<file path="src/hdl/dus_pkg.sv">
// package: constants and carrier types of the two-channel serial transceiver
// assumes: one 25 MHz clock, synchronous host bus inputs
package dus_pkg;

  localparam int NUM_CH     = 2;
  localparam int FIFO_DEPTH = 16;
  localparam int DIV_W      = 16;
  localparam int CNT_W      = 5;

  // register offsets on the three register-pick lines
  localparam logic [2:0] REG_DATA = 3'h0;
  localparam logic [2:0] REG_DLM  = 3'h1;
  localparam logic [2:0] REG_FCR  = 3'h2;
  localparam logic [2:0] REG_ALT  = 3'h2;
  localparam logic [2:0] REG_LCR  = 3'h3;
  localparam logic [2:0] REG_MCR  = 3'h4;
  localparam logic [2:0] REG_LSR  = 3'h5;
  localparam logic [2:0] REG_MSR  = 3'h6;
  localparam logic [2:0] REG_SPR  = 3'h7;

  // field positions
  localparam int LCR_PEN  = 3;
  localparam int LCR_EPS  = 4;
  localparam int LCR_DLAB = 7;
  localparam int MCR_DTR  = 0;
  localparam int MCR_LOOP = 4;
  localparam int FCR_RXCL = 1;
  localparam int FCR_TXCL = 2;
  localparam int FCR_DMA  = 3;
  localparam int FCR_TRG  = 6;
  localparam int ALT_BOTH = 0;
  localparam int MSR_CTS  = 4;
  localparam int MSR_CD   = 7;

  // reset values
  localparam logic [7:0] LCR_RST = 8'h00;
  localparam logic [7:0] MCR_RST = 8'h00;
  localparam logic [7:0] ALT_RST = 8'h00;
  localparam logic [7:0] DL_RST  = 8'h00;

  // oversampling and fifo levels
  localparam logic [3:0] OVS_LAST = 4'hF;
  localparam logic [3:0] OVS_MID  = 4'h7;
  localparam logic [3:0][CNT_W-1:0] RX_TRIG_LVL = {5'h0E, 5'h08, 5'h04, 5'h01};
  localparam logic [CNT_W-1:0] TX_DMA_LVL = 5'h08;

  typedef enum logic [1:0] {
    RX_IDLE  = 2'h0,
    RX_START = 2'h1,
    RX_DATA  = 2'h3,
    RX_STOP  = 2'h2
  } dus_rx_st_t;

  typedef struct packed {
    logic       cs_n;
    logic       rd_n;
    logic       wr_n;
    logic       channelPick;
    logic [2:0] regPick;
    logic [7:0] wrData;
  } dus_bus_t;

endpackage : dus_pkg

</file>
<file path="src/hdl/dus_uart.sv">
// top: host bus decode and two serial channels with fifos and modem lines
// assumes: host bus inputs synchronous to clk_sys; data bus resolved outside
`timescale 1ns/100ps

module dus_uart #(
  parameter int FIFO_DEPTH = dus_pkg::FIFO_DEPTH
) (
  input  wire logic            clk_sys,
  input  wire logic            rst_b,
  input  wire dus_pkg::dus_bus_t hostIn,
  output logic      [7:0]      dataOut,
  output logic                 dataOe_n,
  input  wire logic            serialInA,
  input  wire logic            serialInB,
  output logic                 serialOutA,
  output logic                 serialOutB,
  input  wire logic            clearToSendA_n,
  input  wire logic            clearToSendB_n,
  input  wire logic            carrierDetectA_n,
  input  wire logic            carrierDetectB_n,
  output logic                 terminalReadyA_n,
  output logic                 terminalReadyB_n,
  output logic                 rxDmaRequestA,
  output logic                 rxDmaRequestB,
  output logic                 txDmaRequestA,
  output logic                 txDmaRequestB
);
  localparam int NC = dus_pkg::NUM_CH;
  localparam int CW = $clog2(FIFO_DEPTH) + 1;

  generate
    if (FIFO_DEPTH != dus_pkg::FIFO_DEPTH)
    begin : g_bad
      $error("fifo depth must match the trigger level table");
    end
  endgenerate

  typedef struct packed {
    logic [7:0]          lcr;
    logic [7:0]          modem_control_reg;
    logic [7:0]          alt;
    logic [7:0]          dll;
    logic [7:0]          dlm;
    logic [7:0]          spr;
    logic                dmaMode;
    logic [1:0]          rxTrig;
    logic                overrun;
    logic [10:0]         txShift;
    logic [3:0]          txLeft;
    logic [3:0]          txPhase;
    dus_pkg::dus_rx_st_t rxSt;
    logic [3:0]          rxPhase;
    logic [3:0]          rxBits;
    logic [8:0]          rxShift;
    logic                txd;
    logic                dtr_n;
    logic                rxReq;
    logic                txReq;
  } dus_chan_t;

  typedef struct packed {
    dus_chan_t [NC-1:0] ch;
    logic               prevWr_n;
    logic               prevRd_n;
    logic [7:0]         dOut;
    logic               dOe_n;
  } dus_state_t;

  dus_state_t st_r;
  dus_state_t st_nxt;

  logic [NC-1:0]          tick;
  logic [NC-1:0]          serIn;
  logic [NC-1:0]          cts_n;
  logic [NC-1:0]          cd_n;
  logic [NC-1:0]          txPush;
  logic [NC-1:0]          txPop;
  logic [NC-1:0]          txClr;
  logic [NC-1:0]          rxPush;
  logic [NC-1:0]          rxPop;
  logic [NC-1:0]          rxClr;
  logic [NC-1:0]          txFull;
  logic [NC-1:0]          txEmpty;
  logic [NC-1:0]          rxFull;
  logic [NC-1:0]          rxEmpty;
  logic [NC-1:0][7:0]     txHead;
  logic [NC-1:0][9:0]     rxHead;
  logic [NC-1:0][9:0]     rxWData;
  logic [NC-1:0][CW-1:0]  txCount;
  logic [NC-1:0][CW-1:0]  rxCount;

  // channel A is index 0, channel B index 1
  assign serIn = {serialInB, serialInA};
  assign cts_n = {clearToSendB_n, clearToSendA_n};
  assign cd_n  = {carrierDetectB_n, carrierDetectA_n};

  assign dataOut          = st_r.dOut;
  assign dataOe_n         = st_r.dOe_n;
  assign serialOutA       = st_r.ch[0].txd;
  assign serialOutB       = st_r.ch[1].txd;
  assign terminalReadyA_n = st_r.ch[0].dtr_n;
  assign terminalReadyB_n = st_r.ch[1].dtr_n;
  assign rxDmaRequestA    = st_r.ch[0].rxReq;
  assign rxDmaRequestB    = st_r.ch[1].rxReq;
  assign txDmaRequestA    = st_r.ch[0].txReq;
  assign txDmaRequestB    = st_r.ch[1].txReq;

  ////////////////////////////////////////////////////////////////////////////
  // per-channel dividers and fifos
  generate
    for (genvar c = 0; c < NC; c++)
    begin : g_ch
      dus_baud #(.DW(dus_pkg::DIV_W)) u_baud (
        .clk_sys (clk_sys),
        .rst_b   (rst_b),
        .divisor ({st_r.ch[c].dlm, st_r.ch[c].dll}),
        .tick    (tick[c])
      );
      dus_fifo #(.WIDTH(8), .DEPTH(FIFO_DEPTH)) u_txf (
        .clk_sys  (clk_sys),
        .rst_b    (rst_b),
        .clear    (txClr[c]),
        .push     (txPush[c]),
        .pushData (hostIn.wrData),
        .pop      (txPop[c]),
        .headData (txHead[c]),
        .count    (txCount[c]),
        .full     (txFull[c]),
        .empty    (txEmpty[c])
      );
      dus_fifo #(.WIDTH(10), .DEPTH(FIFO_DEPTH)) u_rxf (
        .clk_sys  (clk_sys),
        .rst_b    (rst_b),
        .clear    (rxClr[c]),
        .push     (rxPush[c]),
        .pushData (rxWData[c]),
        .pop      (rxPop[c]),
        .headData (rxHead[c]),
        .count    (rxCount[c]),
        .full     (rxFull[c]),
        .empty    (rxEmpty[c])
      );
    end
  endgenerate

  ////////////////////////////////////////////////////////////////////////////
  // frame builder: start, data, optional parity, stop
  function automatic logic [14:0] buildFrame(input logic [7:0] lcr, input logic [7:0] d);
    logic [10:0] f;
    logic [7:0]  md;
    logic [3:0]  n;
    logic        par;
    f   = '1;
    n   = 4'h5 + {2'b00, lcr[1:0]};
    md  = d & ~(8'hFF << n);
    par = lcr[dus_pkg::LCR_EPS] ? ^md : ~^md;
    f[0] = 1'b0;
    for (int k = 0; k < 8; k++)
      if (4'(k) < n)
        f[k+1] = md[k];
    if (lcr[dus_pkg::LCR_PEN])
      f[n+1] = par;
    return {n + 4'h2 + {3'b000, lcr[dus_pkg::LCR_PEN]}, f};
  endfunction : buildFrame

  ////////////////////////////////////////////////////////////////////////////
  // next state
  always_comb
  begin
    logic       sel;
    logic       wrStart;
    logic       rdStart;
    logic       hit;
    logic       dlab;
    logic       rxBit;
    logic       pe;
    logic [3:0] nBits;
    logic [3:0] need;
    logic [8:0] al;
    logic [7:0] rd;
    logic [14:0] fr;
    sel = 1'b0; wrStart = 1'b0; rdStart = 1'b0; hit = 1'b0; dlab = 1'b0;
    rxBit = 1'b0; pe = 1'b0; nBits = '0; need = '0; al = '0; rd = '0; fr = '0;
    st_nxt  = st_r;
    txPush  = '0;
    txPop   = '0;
    txClr   = '0;
    rxPush  = '0;
    rxPop   = '0;
    rxClr   = '0;
    rxWData = '0;
    st_nxt.prevWr_n = hostIn.cs_n | hostIn.wr_n;
    st_nxt.prevRd_n = hostIn.cs_n | hostIn.rd_n;
    wrStart = !hostIn.cs_n && !hostIn.wr_n && st_r.prevWr_n;
    rdStart = !hostIn.cs_n && !hostIn.rd_n && st_r.prevRd_n;
    st_nxt.dOe_n = hostIn.cs_n | hostIn.rd_n;
    sel = hostIn.channelPick ? 1'b0 : 1'b1;

    for (int i = 0; i < NC; i++)
    begin
      dlab = st_r.ch[i].lcr[dus_pkg::LCR_DLAB];
      // host writes
      hit = (sel == 1'(i)) || st_r.ch[0].alt[dus_pkg::ALT_BOTH]
            || st_r.ch[1].alt[dus_pkg::ALT_BOTH];
      if (wrStart && hit)
      begin
        case (hostIn.regPick)
          dus_pkg::REG_DATA:
            if (dlab)
              st_nxt.ch[i].dll = hostIn.wrData;
            else
              txPush[i] = 1'b1;
          dus_pkg::REG_DLM:
            if (dlab)
              st_nxt.ch[i].dlm = hostIn.wrData;
          dus_pkg::REG_FCR:
            if (dlab)
              st_nxt.ch[i].alt = hostIn.wrData;
            else
            begin
              rxClr[i]              = hostIn.wrData[dus_pkg::FCR_RXCL];
              txClr[i]              = hostIn.wrData[dus_pkg::FCR_TXCL];
              st_nxt.ch[i].dmaMode  = hostIn.wrData[dus_pkg::FCR_DMA];
              st_nxt.ch[i].rxTrig   = hostIn.wrData[dus_pkg::FCR_TRG +: 2];
            end
          dus_pkg::REG_LCR: st_nxt.ch[i].lcr = hostIn.wrData;
          dus_pkg::REG_MCR: st_nxt.ch[i].modem_control_reg = hostIn.wrData;
          dus_pkg::REG_SPR: st_nxt.ch[i].spr = hostIn.wrData;
          default: ;
        endcase
      end
      // host reads
      if (rdStart && sel == 1'(i))
      begin
        case (hostIn.regPick)
          dus_pkg::REG_DATA:
            if (dlab)
              rd = st_r.ch[i].dll;
            else
            begin
              rd       = rxHead[i][7:0];
              rxPop[i] = !rxEmpty[i];
            end
          dus_pkg::REG_DLM: rd = dlab ? st_r.ch[i].dlm : 8'h00;
          dus_pkg::REG_FCR: rd = dlab ? st_r.ch[i].alt : 8'h00;
          dus_pkg::REG_LCR: rd = st_r.ch[i].lcr;
          dus_pkg::REG_MCR: rd = st_r.ch[i].modem_control_reg;
          dus_pkg::REG_LSR:
          begin
            rd = {!rxEmpty[i] && (rxHead[i][9] || rxHead[i][8]),
                  txEmpty[i] && st_r.ch[i].txLeft == 4'h0, txEmpty[i], 1'b0,
                  !rxEmpty[i] && rxHead[i][9], !rxEmpty[i] && rxHead[i][8],
                  st_r.ch[i].overrun, !rxEmpty[i]};
            st_nxt.ch[i].overrun = 1'b0;
          end
          dus_pkg::REG_MSR:
          begin
            rd = 8'h00;
            rd[dus_pkg::MSR_CTS] = !cts_n[i];
            rd[dus_pkg::MSR_CD]  = !cd_n[i];
          end
          dus_pkg::REG_SPR: rd = st_r.ch[i].spr;
          default: rd = 8'h00;
        endcase
        st_nxt.dOut = rd;
      end

      // transmitter
      if (tick[i] && st_r.ch[i].txLeft != 4'h0)
      begin
        st_nxt.ch[i].txPhase = st_r.ch[i].txPhase + 4'h1;
        if (st_r.ch[i].txPhase == dus_pkg::OVS_LAST)
        begin
          st_nxt.ch[i].txShift = {1'b1, st_r.ch[i].txShift[10:1]};
          st_nxt.ch[i].txLeft  = st_r.ch[i].txLeft - 4'h1;
        end
      end
      else if (st_r.ch[i].txLeft == 4'h0 && !txEmpty[i]
               && (!cts_n[i] || st_r.ch[i].modem_control_reg[dus_pkg::MCR_LOOP]))
      begin
        fr = buildFrame(st_r.ch[i].lcr, txHead[i]);
        st_nxt.ch[i].txShift = fr[10:0];
        st_nxt.ch[i].txLeft  = fr[14:11];
        st_nxt.ch[i].txPhase = 4'h0;
        txPop[i]             = 1'b1;
      end
      // loopback holds the pin idle
      st_nxt.ch[i].txd = st_nxt.ch[i].modem_control_reg[dus_pkg::MCR_LOOP] ? 1'b1
                         : (st_nxt.ch[i].txLeft == 4'h0 ? 1'b1 : st_nxt.ch[i].txShift[0]);

      // receiver
      rxBit = st_r.ch[i].modem_control_reg[dus_pkg::MCR_LOOP] ?
              (st_r.ch[i].txLeft == 4'h0 ? 1'b1 : st_r.ch[i].txShift[0]) : serIn[i];
      nBits = 4'h5 + {2'b00, st_r.ch[i].lcr[1:0]};
      need  = nBits + {3'b000, st_r.ch[i].lcr[dus_pkg::LCR_PEN]};
      if (tick[i])
      begin
        st_nxt.ch[i].rxPhase = st_r.ch[i].rxPhase + 4'h1;
        case (st_r.ch[i].rxSt)
          dus_pkg::RX_IDLE:
          begin
            st_nxt.ch[i].rxPhase = 4'h0;
            if (!rxBit)
              st_nxt.ch[i].rxSt = dus_pkg::RX_START;
          end
          dus_pkg::RX_START:
            if (st_r.ch[i].rxPhase == dus_pkg::OVS_MID)
            begin
              st_nxt.ch[i].rxPhase = 4'h0;
              st_nxt.ch[i].rxBits  = 4'h0;
              st_nxt.ch[i].rxSt    = rxBit ? dus_pkg::RX_IDLE : dus_pkg::RX_DATA;
            end
          dus_pkg::RX_DATA:
            if (st_r.ch[i].rxPhase == dus_pkg::OVS_LAST)
            begin
              st_nxt.ch[i].rxShift = {rxBit, st_r.ch[i].rxShift[8:1]};
              st_nxt.ch[i].rxBits  = st_r.ch[i].rxBits + 4'h1;
              if (st_r.ch[i].rxBits + 4'h1 == need)
                st_nxt.ch[i].rxSt = dus_pkg::RX_STOP;
            end
          dus_pkg::RX_STOP:
            if (st_r.ch[i].rxPhase == dus_pkg::OVS_LAST)
            begin
              al = st_r.ch[i].rxShift >> (4'h9 - need);
              pe = st_r.ch[i].lcr[dus_pkg::LCR_PEN] &&
                   (al[nBits] != (st_r.ch[i].lcr[dus_pkg::LCR_EPS] ?
                    ^(al[7:0] & ~(8'hFF << nBits)) : ~^(al[7:0] & ~(8'hFF << nBits))));
              rxWData[i] = {!rxBit, pe, al[7:0] & ~(8'hFF << nBits)};
              rxPush[i]  = 1'b1;
              // a full fifo drops the char even when popped in this cycle
              if (rxFull[i])
                st_nxt.ch[i].overrun = 1'b1;
              st_nxt.ch[i].rxSt = dus_pkg::RX_IDLE;
            end
          default: st_nxt.ch[i].rxSt = dus_pkg::RX_IDLE;
        endcase
      end

      // modem and dma outputs
      st_nxt.ch[i].dtr_n = !st_nxt.ch[i].modem_control_reg[dus_pkg::MCR_DTR];
      st_nxt.ch[i].rxReq = st_r.ch[i].dmaMode ?
                           (rxCount[i] >= dus_pkg::RX_TRIG_LVL[st_r.ch[i].rxTrig]) :
                           !rxEmpty[i];
      st_nxt.ch[i].txReq = st_r.ch[i].dmaMode ?
                           (txCount[i] < dus_pkg::TX_DMA_LVL) : txEmpty[i];
    end
  end

  always_ff @(posedge clk_sys or negedge rst_b)
  begin
    if (!rst_b)
    begin
      st_r          <= '0;
      st_r.prevWr_n <= 1'b1;
      st_r.prevRd_n <= 1'b1;
      st_r.dOe_n    <= 1'b1;
      for (int i = 0; i < NC; i++)
      begin
        st_r.ch[i].lcr   <= dus_pkg::LCR_RST;
        st_r.ch[i].modem_control_reg   <= dus_pkg::MCR_RST;
        st_r.ch[i].alt   <= dus_pkg::ALT_RST;
        st_r.ch[i].dll   <= dus_pkg::DL_RST;
        st_r.ch[i].dlm   <= dus_pkg::DL_RST;
        st_r.ch[i].txd   <= 1'b1;
        st_r.ch[i].dtr_n <= 1'b1;
        st_r.ch[i].txReq <= 1'b1;
        st_r.ch[i].rxSt  <= dus_pkg::RX_IDLE;
      end
    end
    else
      st_r <= st_nxt;
  end

endmodule : dus_uart

</file>
<file path="src/hdl/dus_fifo.sv">
// single-clock fifo with clear, head visible without a pop
// assumes: caller never pops when empty; push when full is dropped
`timescale 1ns/100ps
module dus_fifo #(
  parameter int WIDTH = 8,
  parameter int DEPTH = 16
) (
  input  wire logic                     clk_sys,
  input  wire logic                     rst_b,
  input  wire logic                     clear,
  input  wire logic                     push,
  input  wire logic [WIDTH-1:0]         pushData,
  input  wire logic                     pop,
  output logic      [WIDTH-1:0]         headData,
  output logic      [$clog2(DEPTH):0]   count,
  output logic                          full,
  output logic                          empty
);
  localparam int AW = $clog2(DEPTH);

  generate
    if (DEPTH < 2 || (1 << AW) != DEPTH)
    begin : g_bad
      $error("fifo depth must be a power of two");
    end
  endgenerate

  typedef struct packed {
    logic [DEPTH-1:0][WIDTH-1:0] mem;
    logic [AW-1:0]               wrPtr;
    logic [AW-1:0]               rdPtr;
    logic [AW:0]                 cnt;
  } dus_fifo_st_t;

  dus_fifo_st_t st_r;
  dus_fifo_st_t st_nxt;
  logic         doPush;
  logic         doPop;

  assign full     = st_r.cnt[AW];
  assign empty    = (st_r.cnt == '0);
  assign count    = st_r.cnt;
  assign headData = st_r.mem[st_r.rdPtr];

  always_comb
  begin
    st_nxt = st_r;
    doPush = push && !full;
    doPop  = pop && !empty;
    if (clear)
    begin
      st_nxt.wrPtr = '0;
      st_nxt.rdPtr = '0;
      st_nxt.cnt   = '0;
    end
    else
    begin
      if (doPush)
      begin
        st_nxt.mem[st_r.wrPtr] = pushData;
        st_nxt.wrPtr           = st_r.wrPtr + 1'b1;
      end
      if (doPop)
        st_nxt.rdPtr = st_r.rdPtr + 1'b1;
      st_nxt.cnt = st_r.cnt + (AW+1)'(doPush) - (AW+1)'(doPop);
    end
  end

  always_ff @(posedge clk_sys or negedge rst_b)
  begin
    if (!rst_b)
      st_r <= '0;
    else
      st_r <= st_nxt;
  end

endmodule : dus_fifo

</file>
<file path="src/hdl/dus_baud.sv">
// baud divider: one-cycle pulse at sixteen times the bit rate
// assumes: divisor of zero stops the pulses
`timescale 1ns/100ps
module dus_baud #(
  parameter int DW = 16
) (
  input  wire logic          clk_sys,
  input  wire logic          rst_b,
  input  wire logic [DW-1:0] divisor,
  output logic               tick
);
  typedef struct packed {
    logic [DW-1:0] cnt;
    logic          tick;
  } dus_baud_st_t;

  dus_baud_st_t st_r;
  dus_baud_st_t st_nxt;

  assign tick = st_r.tick;

  always_comb
  begin
    st_nxt      = st_r;
    st_nxt.tick = 1'b0;
    if (divisor == '0)
      st_nxt.cnt = '0;
    else if (st_r.cnt <= DW'(1))
    begin
      st_nxt.cnt  = divisor;
      st_nxt.tick = 1'b1;
    end
    else
      st_nxt.cnt = st_r.cnt - 1'b1;
  end

  always_ff @(posedge clk_sys or negedge rst_b)
  begin
    if (!rst_b)
      st_r <= '0;
    else
      st_r <= st_nxt;
  end

endmodule : dus_baud

</file>
<file path="config.mk">
export PLATFORM = sky130hd
export DESIGN_NAME = dus_uart
export DESIGN_NICKNAME = d
export VERILOG_FILES = /design/src/hdl/dus_pkg.sv /design/src/hdl/dus_uart.sv /design/src/hdl/dus_fifo.sv /design/src/hdl/dus_baud.sv
export SDC_FILE = /design/constraint.sdc
export NUM_CORES = 2
export LEC_CHECK = 0
export BUFFER_PORTS_ARGS = -buffer_cell sky130_fd_sc_hd__buf_2
export CORE_MARGIN = 1
export CORE_UTILIZATION = 60
export CTS_BUF_LIST = sky130_fd_sc_hd__clkbuf_4 sky130_fd_sc_hd__clkbuf_8
export DETAILED_ROUTE_END_ITERATION = 10
export GPL_TIMING_DRIVEN = 0
export MAX_ROUTING_LAYER = met4
export PLACE_DENSITY = 0.79
export SLEW_MARGIN = 15
export SYNTH_ARGS = -nofsm -noshare
export SYNTH_HDL_FRONTEND = slang
export SYNTH_SLANG_ARGS = --single-unit
</file>
<file path="constraint.sdc">
create_clock -name clk_sys -period 4 [get_ports clk_sys]
set_clock_uncertainty 0.05 [all_clocks]
set_input_delay 0.2 -clock clk_sys [delete_from_list [all_inputs] [get_ports clk_sys]]
set_output_delay 0.2 -clock clk_sys [all_outputs]
set_load 0.01 [all_outputs]
</file>
# Word-level counts from Yosys, hierarchy flattened
# Cells that the tools add are included.
# Widths: inputs -> output; s select.
# op_classes
n_reduce_logical,127
n_eq_ne,35
magnitude_cmp,42
addsub,38
bitwise,14
n_shift,4
n_mux,231
# op_table
op,n
$bwmux 160,2
$bwmux 128,2
$mux 8,26
$pmux 8 s8,2
$mux 10,12
$mux 1,119
$bmux 10 s4,2
$demux 10 s4,2
$mux 40,2
$mux 13,6
$mux 19,4
$bmux 8 s4,2
$demux 8 s4,2
$mux 16,4
$add 4x1->4 const B,14
$lt 4x5->1 const B,10
$logic_and 1x1->1,38
$and 8x8->8,4
$le 16x1->1 const B,2
$logic_not 16->1,2
$lt 3x4->1 const A,8
$mux 4,8
$pmux 4 s2,4
$reduce_xnor 8->1,4
56 further kinds,210
# word_totals
word_cells,618
out_inout_bits,17
reg_bits,860

# Depth between registers and ports, before layout
# depth
depth_word,14
ltp_mapped,16
ltp_nobuf,13

# Modules after synthesis
# Synthesis repeated with hierarchy kept, for this count alone.
# hier_totals
hier_cells,3504
hier_area_um2,43780.7
# by_module_without_submodules
mod,instances,cells_each,area_per_inst_um2
dus_fifo (g_ch[0].u_rxf ...),2,570,8230.4
dus_fifo (g_ch[0].u_txf ...),2,477,6737.7
dus_uart,1,1206,11792.6
dus_baud,2,102,1026.0

# Least setup slack after synthesis
# Ideal clock, no wire load.
# synth_timing
path_type,register to register
startpoint,register st_r[97] (netlist bit)
endpoint,register g_ch[0].u_rxf.st_r[101] (netlist bit)
t_arrival_ps,4098
path_stages_with_launch,16
t_required_ps,3815
period_less_slack_ps,4283
slack_ps,-283
cell_sequence,dfrtp_1 > inv_1 > ha_1 > buf_2 > inv_1 > ha_1 > buf_2 > mux2_2 > mux2_2 > o311ai_0 > a21oi_1 > xnor3_1 > xnor3_1 > xnor2_2 > buf_2 > o31ai_1
# synth_between
elab_chain_len,13
elab_cells_between_ends,18
cone_classes,add/sub (3); eq/ne (1); shift (2); mux (7); bitwise (2); reduce/logical (3)
# synth_lines
item,line_no,text
from (decl),dus_uart.sv:69,dus_state_t st_r;
from (signal assigned),dus_uart.sv:371,st_r <= st_nxt;
$add 3x2->4 (*),dus_uart.sv:294,"nBits = 4'h5 + {2'b00, st_r.ch[i].lcr[1:0]};"
"parallel branches: the longest is 6 deep, another holds $add 4x1->4",-,
$ne 1x1->1 (*),dus_uart.sv:326,(al[nBits] != (st_r.ch[i].lcr[dus_pkg::LCR_EPS] ?
$logic_and 1x1->1 (*),dus_uart.sv:325,pe = st_r.ch[i].lcr[dus_pkg::LCR_PEN] &&
$mux 10 (*),dus_uart.sv:322,if (st_r.ch[i].rxPhase == dus_pkg::OVS_LAST)
$mux 10 (*),dus_uart.sv:299,case (st_r.ch[i].rxSt)
$mux 10 (*),dus_uart.sv:296,if (tick[i])
$bwmux 160 (*),dus_fifo.sv:60,st_nxt.mem[st_r.wrPtr] = pushData;
to (signal assigned),dus_fifo.sv:74,st_r <= st_nxt;
to (decl),dus_fifo.sv:35,dus_fifo_st_t st_r;
# Every way passes the cells marked *. The select of a mux whose other input is x is not followed.
# A chain may end at the register's enable or synchronous reset.

# Worst setup path in the final report
# layout_timing
startpoint,register st_r[97] (netlist bit)
endpoint,register g_ch[0].u_rxf.st_r[121] (netlist bit)
# Same word-level chain as after synthesis.

==> results.cfg <==
[floorplanning]
die-area_sq_um = 71500
core_sq_um = 69200
die-height_um = 267
io_pins = 40
die_x_um = 267
start_util_pct = 61.1
placementRows = 96

[run]
drv_cap = 0

[route]
route.detailed.drc = 0
ant_nets = 0
vias = 30622
drt_iter0_drc = 3216
wire_per_inst_um = 22.6
vias_per_cell = 6.25
wirelength_um = 111000
dr.pass1.iters = 7

[yosys]
syn_inst = 3631
synth_top_area_share_pct = 50.5
synth_cell_types = 81
syn_area_per_cell_sq_um = 11.6
synth_area_sq_um = 42300
synthFlopType = dfrtp_1
yosysWarnings = 0
synth_nets = 3748
synth-seq-cells = 860
synth_area_leaders = dfrtp_1 50%, mux2_2 10%, mux4_2 9.1%, nand2_1 4.8%, o21ai_0 4.4%
synth_top_cell_by_area = dfrtp_1
synthArstFlopShare_pct = 100
synth-edff-count = 0
ys_seq_area_share_pct = 51.0

[final_layout]
nNetsFinal = 3973
area_growth_pct = 12.6
fin_util_pct = 68.8
layout-drive-gt1-share_pct = 24.7

[sta]
setup_viol = 0
relSlewSlack_pct = 23.5
fmaxAchievable_ghz = 0.257
fin_crit_sh_pct = 97.5
tightestPinTransition_ns = 1.15
finalCriticalPeriod_ns = 3.90
drv_slew = 0
rsz0062_at_grt = yes
hold_viol = 0
holdWs_ns = 0.104

[worst_setup_path]
crit_type = reg -> reg
arrival_ns = 4.57
endpoint_kind = register
cp-start-kind = register
cp_max_fo = 10
cp.required_ns = 4.67

[hold_path]
hp-class = in -> reg

[place]
post-dp-hpwl_um = 74000
io_buffers = 36
gp_congestion = 0.935

[clock_network]
clock_latency_ns = 0.82
cts_root_buf = clkbuf_8
clkTransAtPathRegs_ns = 0.06
cts_tree = yes
cts_buffers = 141
clock_path_buffers = 3
cts_htree_levels = 4
cts_sinks = 860

[global_route]
grt_pass1_wl_um = 174000
grt_max_degree = 106
grt.total_usage_pct = 32.8
grt_pass1_vias = 31078
grt_overflow = 0
antenna_found_initial = 4

[power]
ir_drop_uv = 383
power_density_nw_per_um2 = 545
power.total_mw = 26.0
p_leak_nw = 21.5

[status]
outcome = complete, no violations
[sequential cells by signal, indices dropped and copies added, names as in the netlist, 2 cells and up]
register and cells:
dataOut 8, g_ch.u_baud.st_r 32, g_ch.u_baud.tick 2, g_ch.u_rxf.count 10, g_ch.u_rxf.st_r 336, g_ch.u_txf.count 10
g_ch.u_txf.st_r 272, st_r 181
[where the power goes]
part / internal, mW / total (mW) / leakage (nW) / switching (mW)
clock network: 4.72 / 8.41 / 1.65 / 3.69
registers: 9.38 / 9.95 / 11.7 / 0.568
logic: 3.38 / 7.59 / 8.20 / 4.22
[metrics by stage]
stage               worst slack [ns]  cells  setup TNS [ns]  area [sq um]
detailed placement            -0.703   4607          -26.19         43900
global placement              -17.21   4598               -         43600
finish                         0.102   4902               0         47600
floorplan                     0.0279   3631               0         42300
CTS                           0.0194   4893               0         47400
global route                  -0.109   4902          -0.917         47600
[placed cells by master (no fill, tap or decap), drive strengths merged, types with 40 or more instances in the layout]
cell type / count
o21ai: 378
mux2: 392
inv: 86
mux4: 173
xor2: 41
nor2b: 40
o31ai: 42
nor2: 160
buf: 105
xnor2: 60
clkbuf: 425
a21oi: 62
nand2: 539
ha: 90
dfrtp: 852
[cells in the mapped netlist, drive strengths merged (14+ instances only)]
master,instances
a211oi,31
a21oi,62
a22o,24
a22oi,31
a31oi,14
and2,22
and3,14
buf,50
clkbuf,203
dfrtp,852
ha,90
inv,80
mux2,392
mux2i,37
mux4,173
nand2,539
nand2b,18
nand3,38
nand4,29
nor2,160
nor2b,40
nor3,24
nor3b,16
nor4,26
o21ai,378
o31ai,42
xnor2,60
xor2,41
[path summary, 6_finish.rpt]
kind                                      endpoint  slack [ns]                     from  cells after the start
min reg2reg                g_ch[0].u_rxf.st_r[161]        0.43  g_ch[0].u_rxf.st_r[161]                      2
max                        g_ch[0].u_rxf.st_r[121]        0.10                 st_r[97]                     15
min                                      st_r[166]        0.10                hostIn[7]                      2
max reg2reg                g_ch[0].u_rxf.st_r[121]        0.10                 st_r[97]                     15
max in group asynchronous      g_ch[1].u_baud.tick        1.83                    rst_b                      6
min in group asynchronous         terminalReadyB_n        0.49                    rst_b                      3
[layer usage]
metal | wire, um | vias up | GRT usage, %
li1 | - | 13498 | -
met2 | 52000 | 1298 | 49.2
met3 | 8350 | 305 | 6.54
met5 | 0 | - | -
met1 | 45900 | 15521 | 43.5
met4 | 4430 | 0 | 14.8
[area by class of cell]
cell class,count,area [sq um]
repair buffers,86,816
flip-flops and latches,860,21500
fillers,4843,21600
diodes,4,10.0
plain buffers,249,1100
clock buffers,221,2740
inverters,81,313
clock inverters,33,382
well taps,931,1160
multi-input cells,2437,19500
[worst max-delay path: stages (launching register included)]
cell        delay (ns)
dfrtp_2           0.39
inv_4             0.08
ha_4              0.27
buf_6             0.14
clkinvlp_4        0.12
ha_4              0.32
buf_8             0.14
mux2_2            0.34
mux2_2            0.31
o311ai_4          0.28
a21oi_2           0.10
xnor3_1           0.39
xnor3_2           0.29
xnor2_4           0.19
buf_6             0.17
o31ai_2           0.24
[kinds of logic after synthesis]
logic type      share of synthesized area, %
buf+inv                                 3.23
fa+ha+maj                               2.85
simple gates                            10.3
xor+xnor                                2.71
flops                                   51.0
compound gates                          9.43
mux                                     20.6
[repair_timing]
| item | CTS | global route |
|---|---|---|
| gates resized for setup | 24 | 31 |
| hold buffers | 24 | 0 |
| setup buffers | 9 | 8 |
| setup endpoints to repair | 102 | 66 |
| endpoints found under the hold margin | 410 | 0 |
| pin swaps | 5 | 3 |
| cloned | 0 | 0 |
No activity file was read; power rests on OpenSTA's default activity.
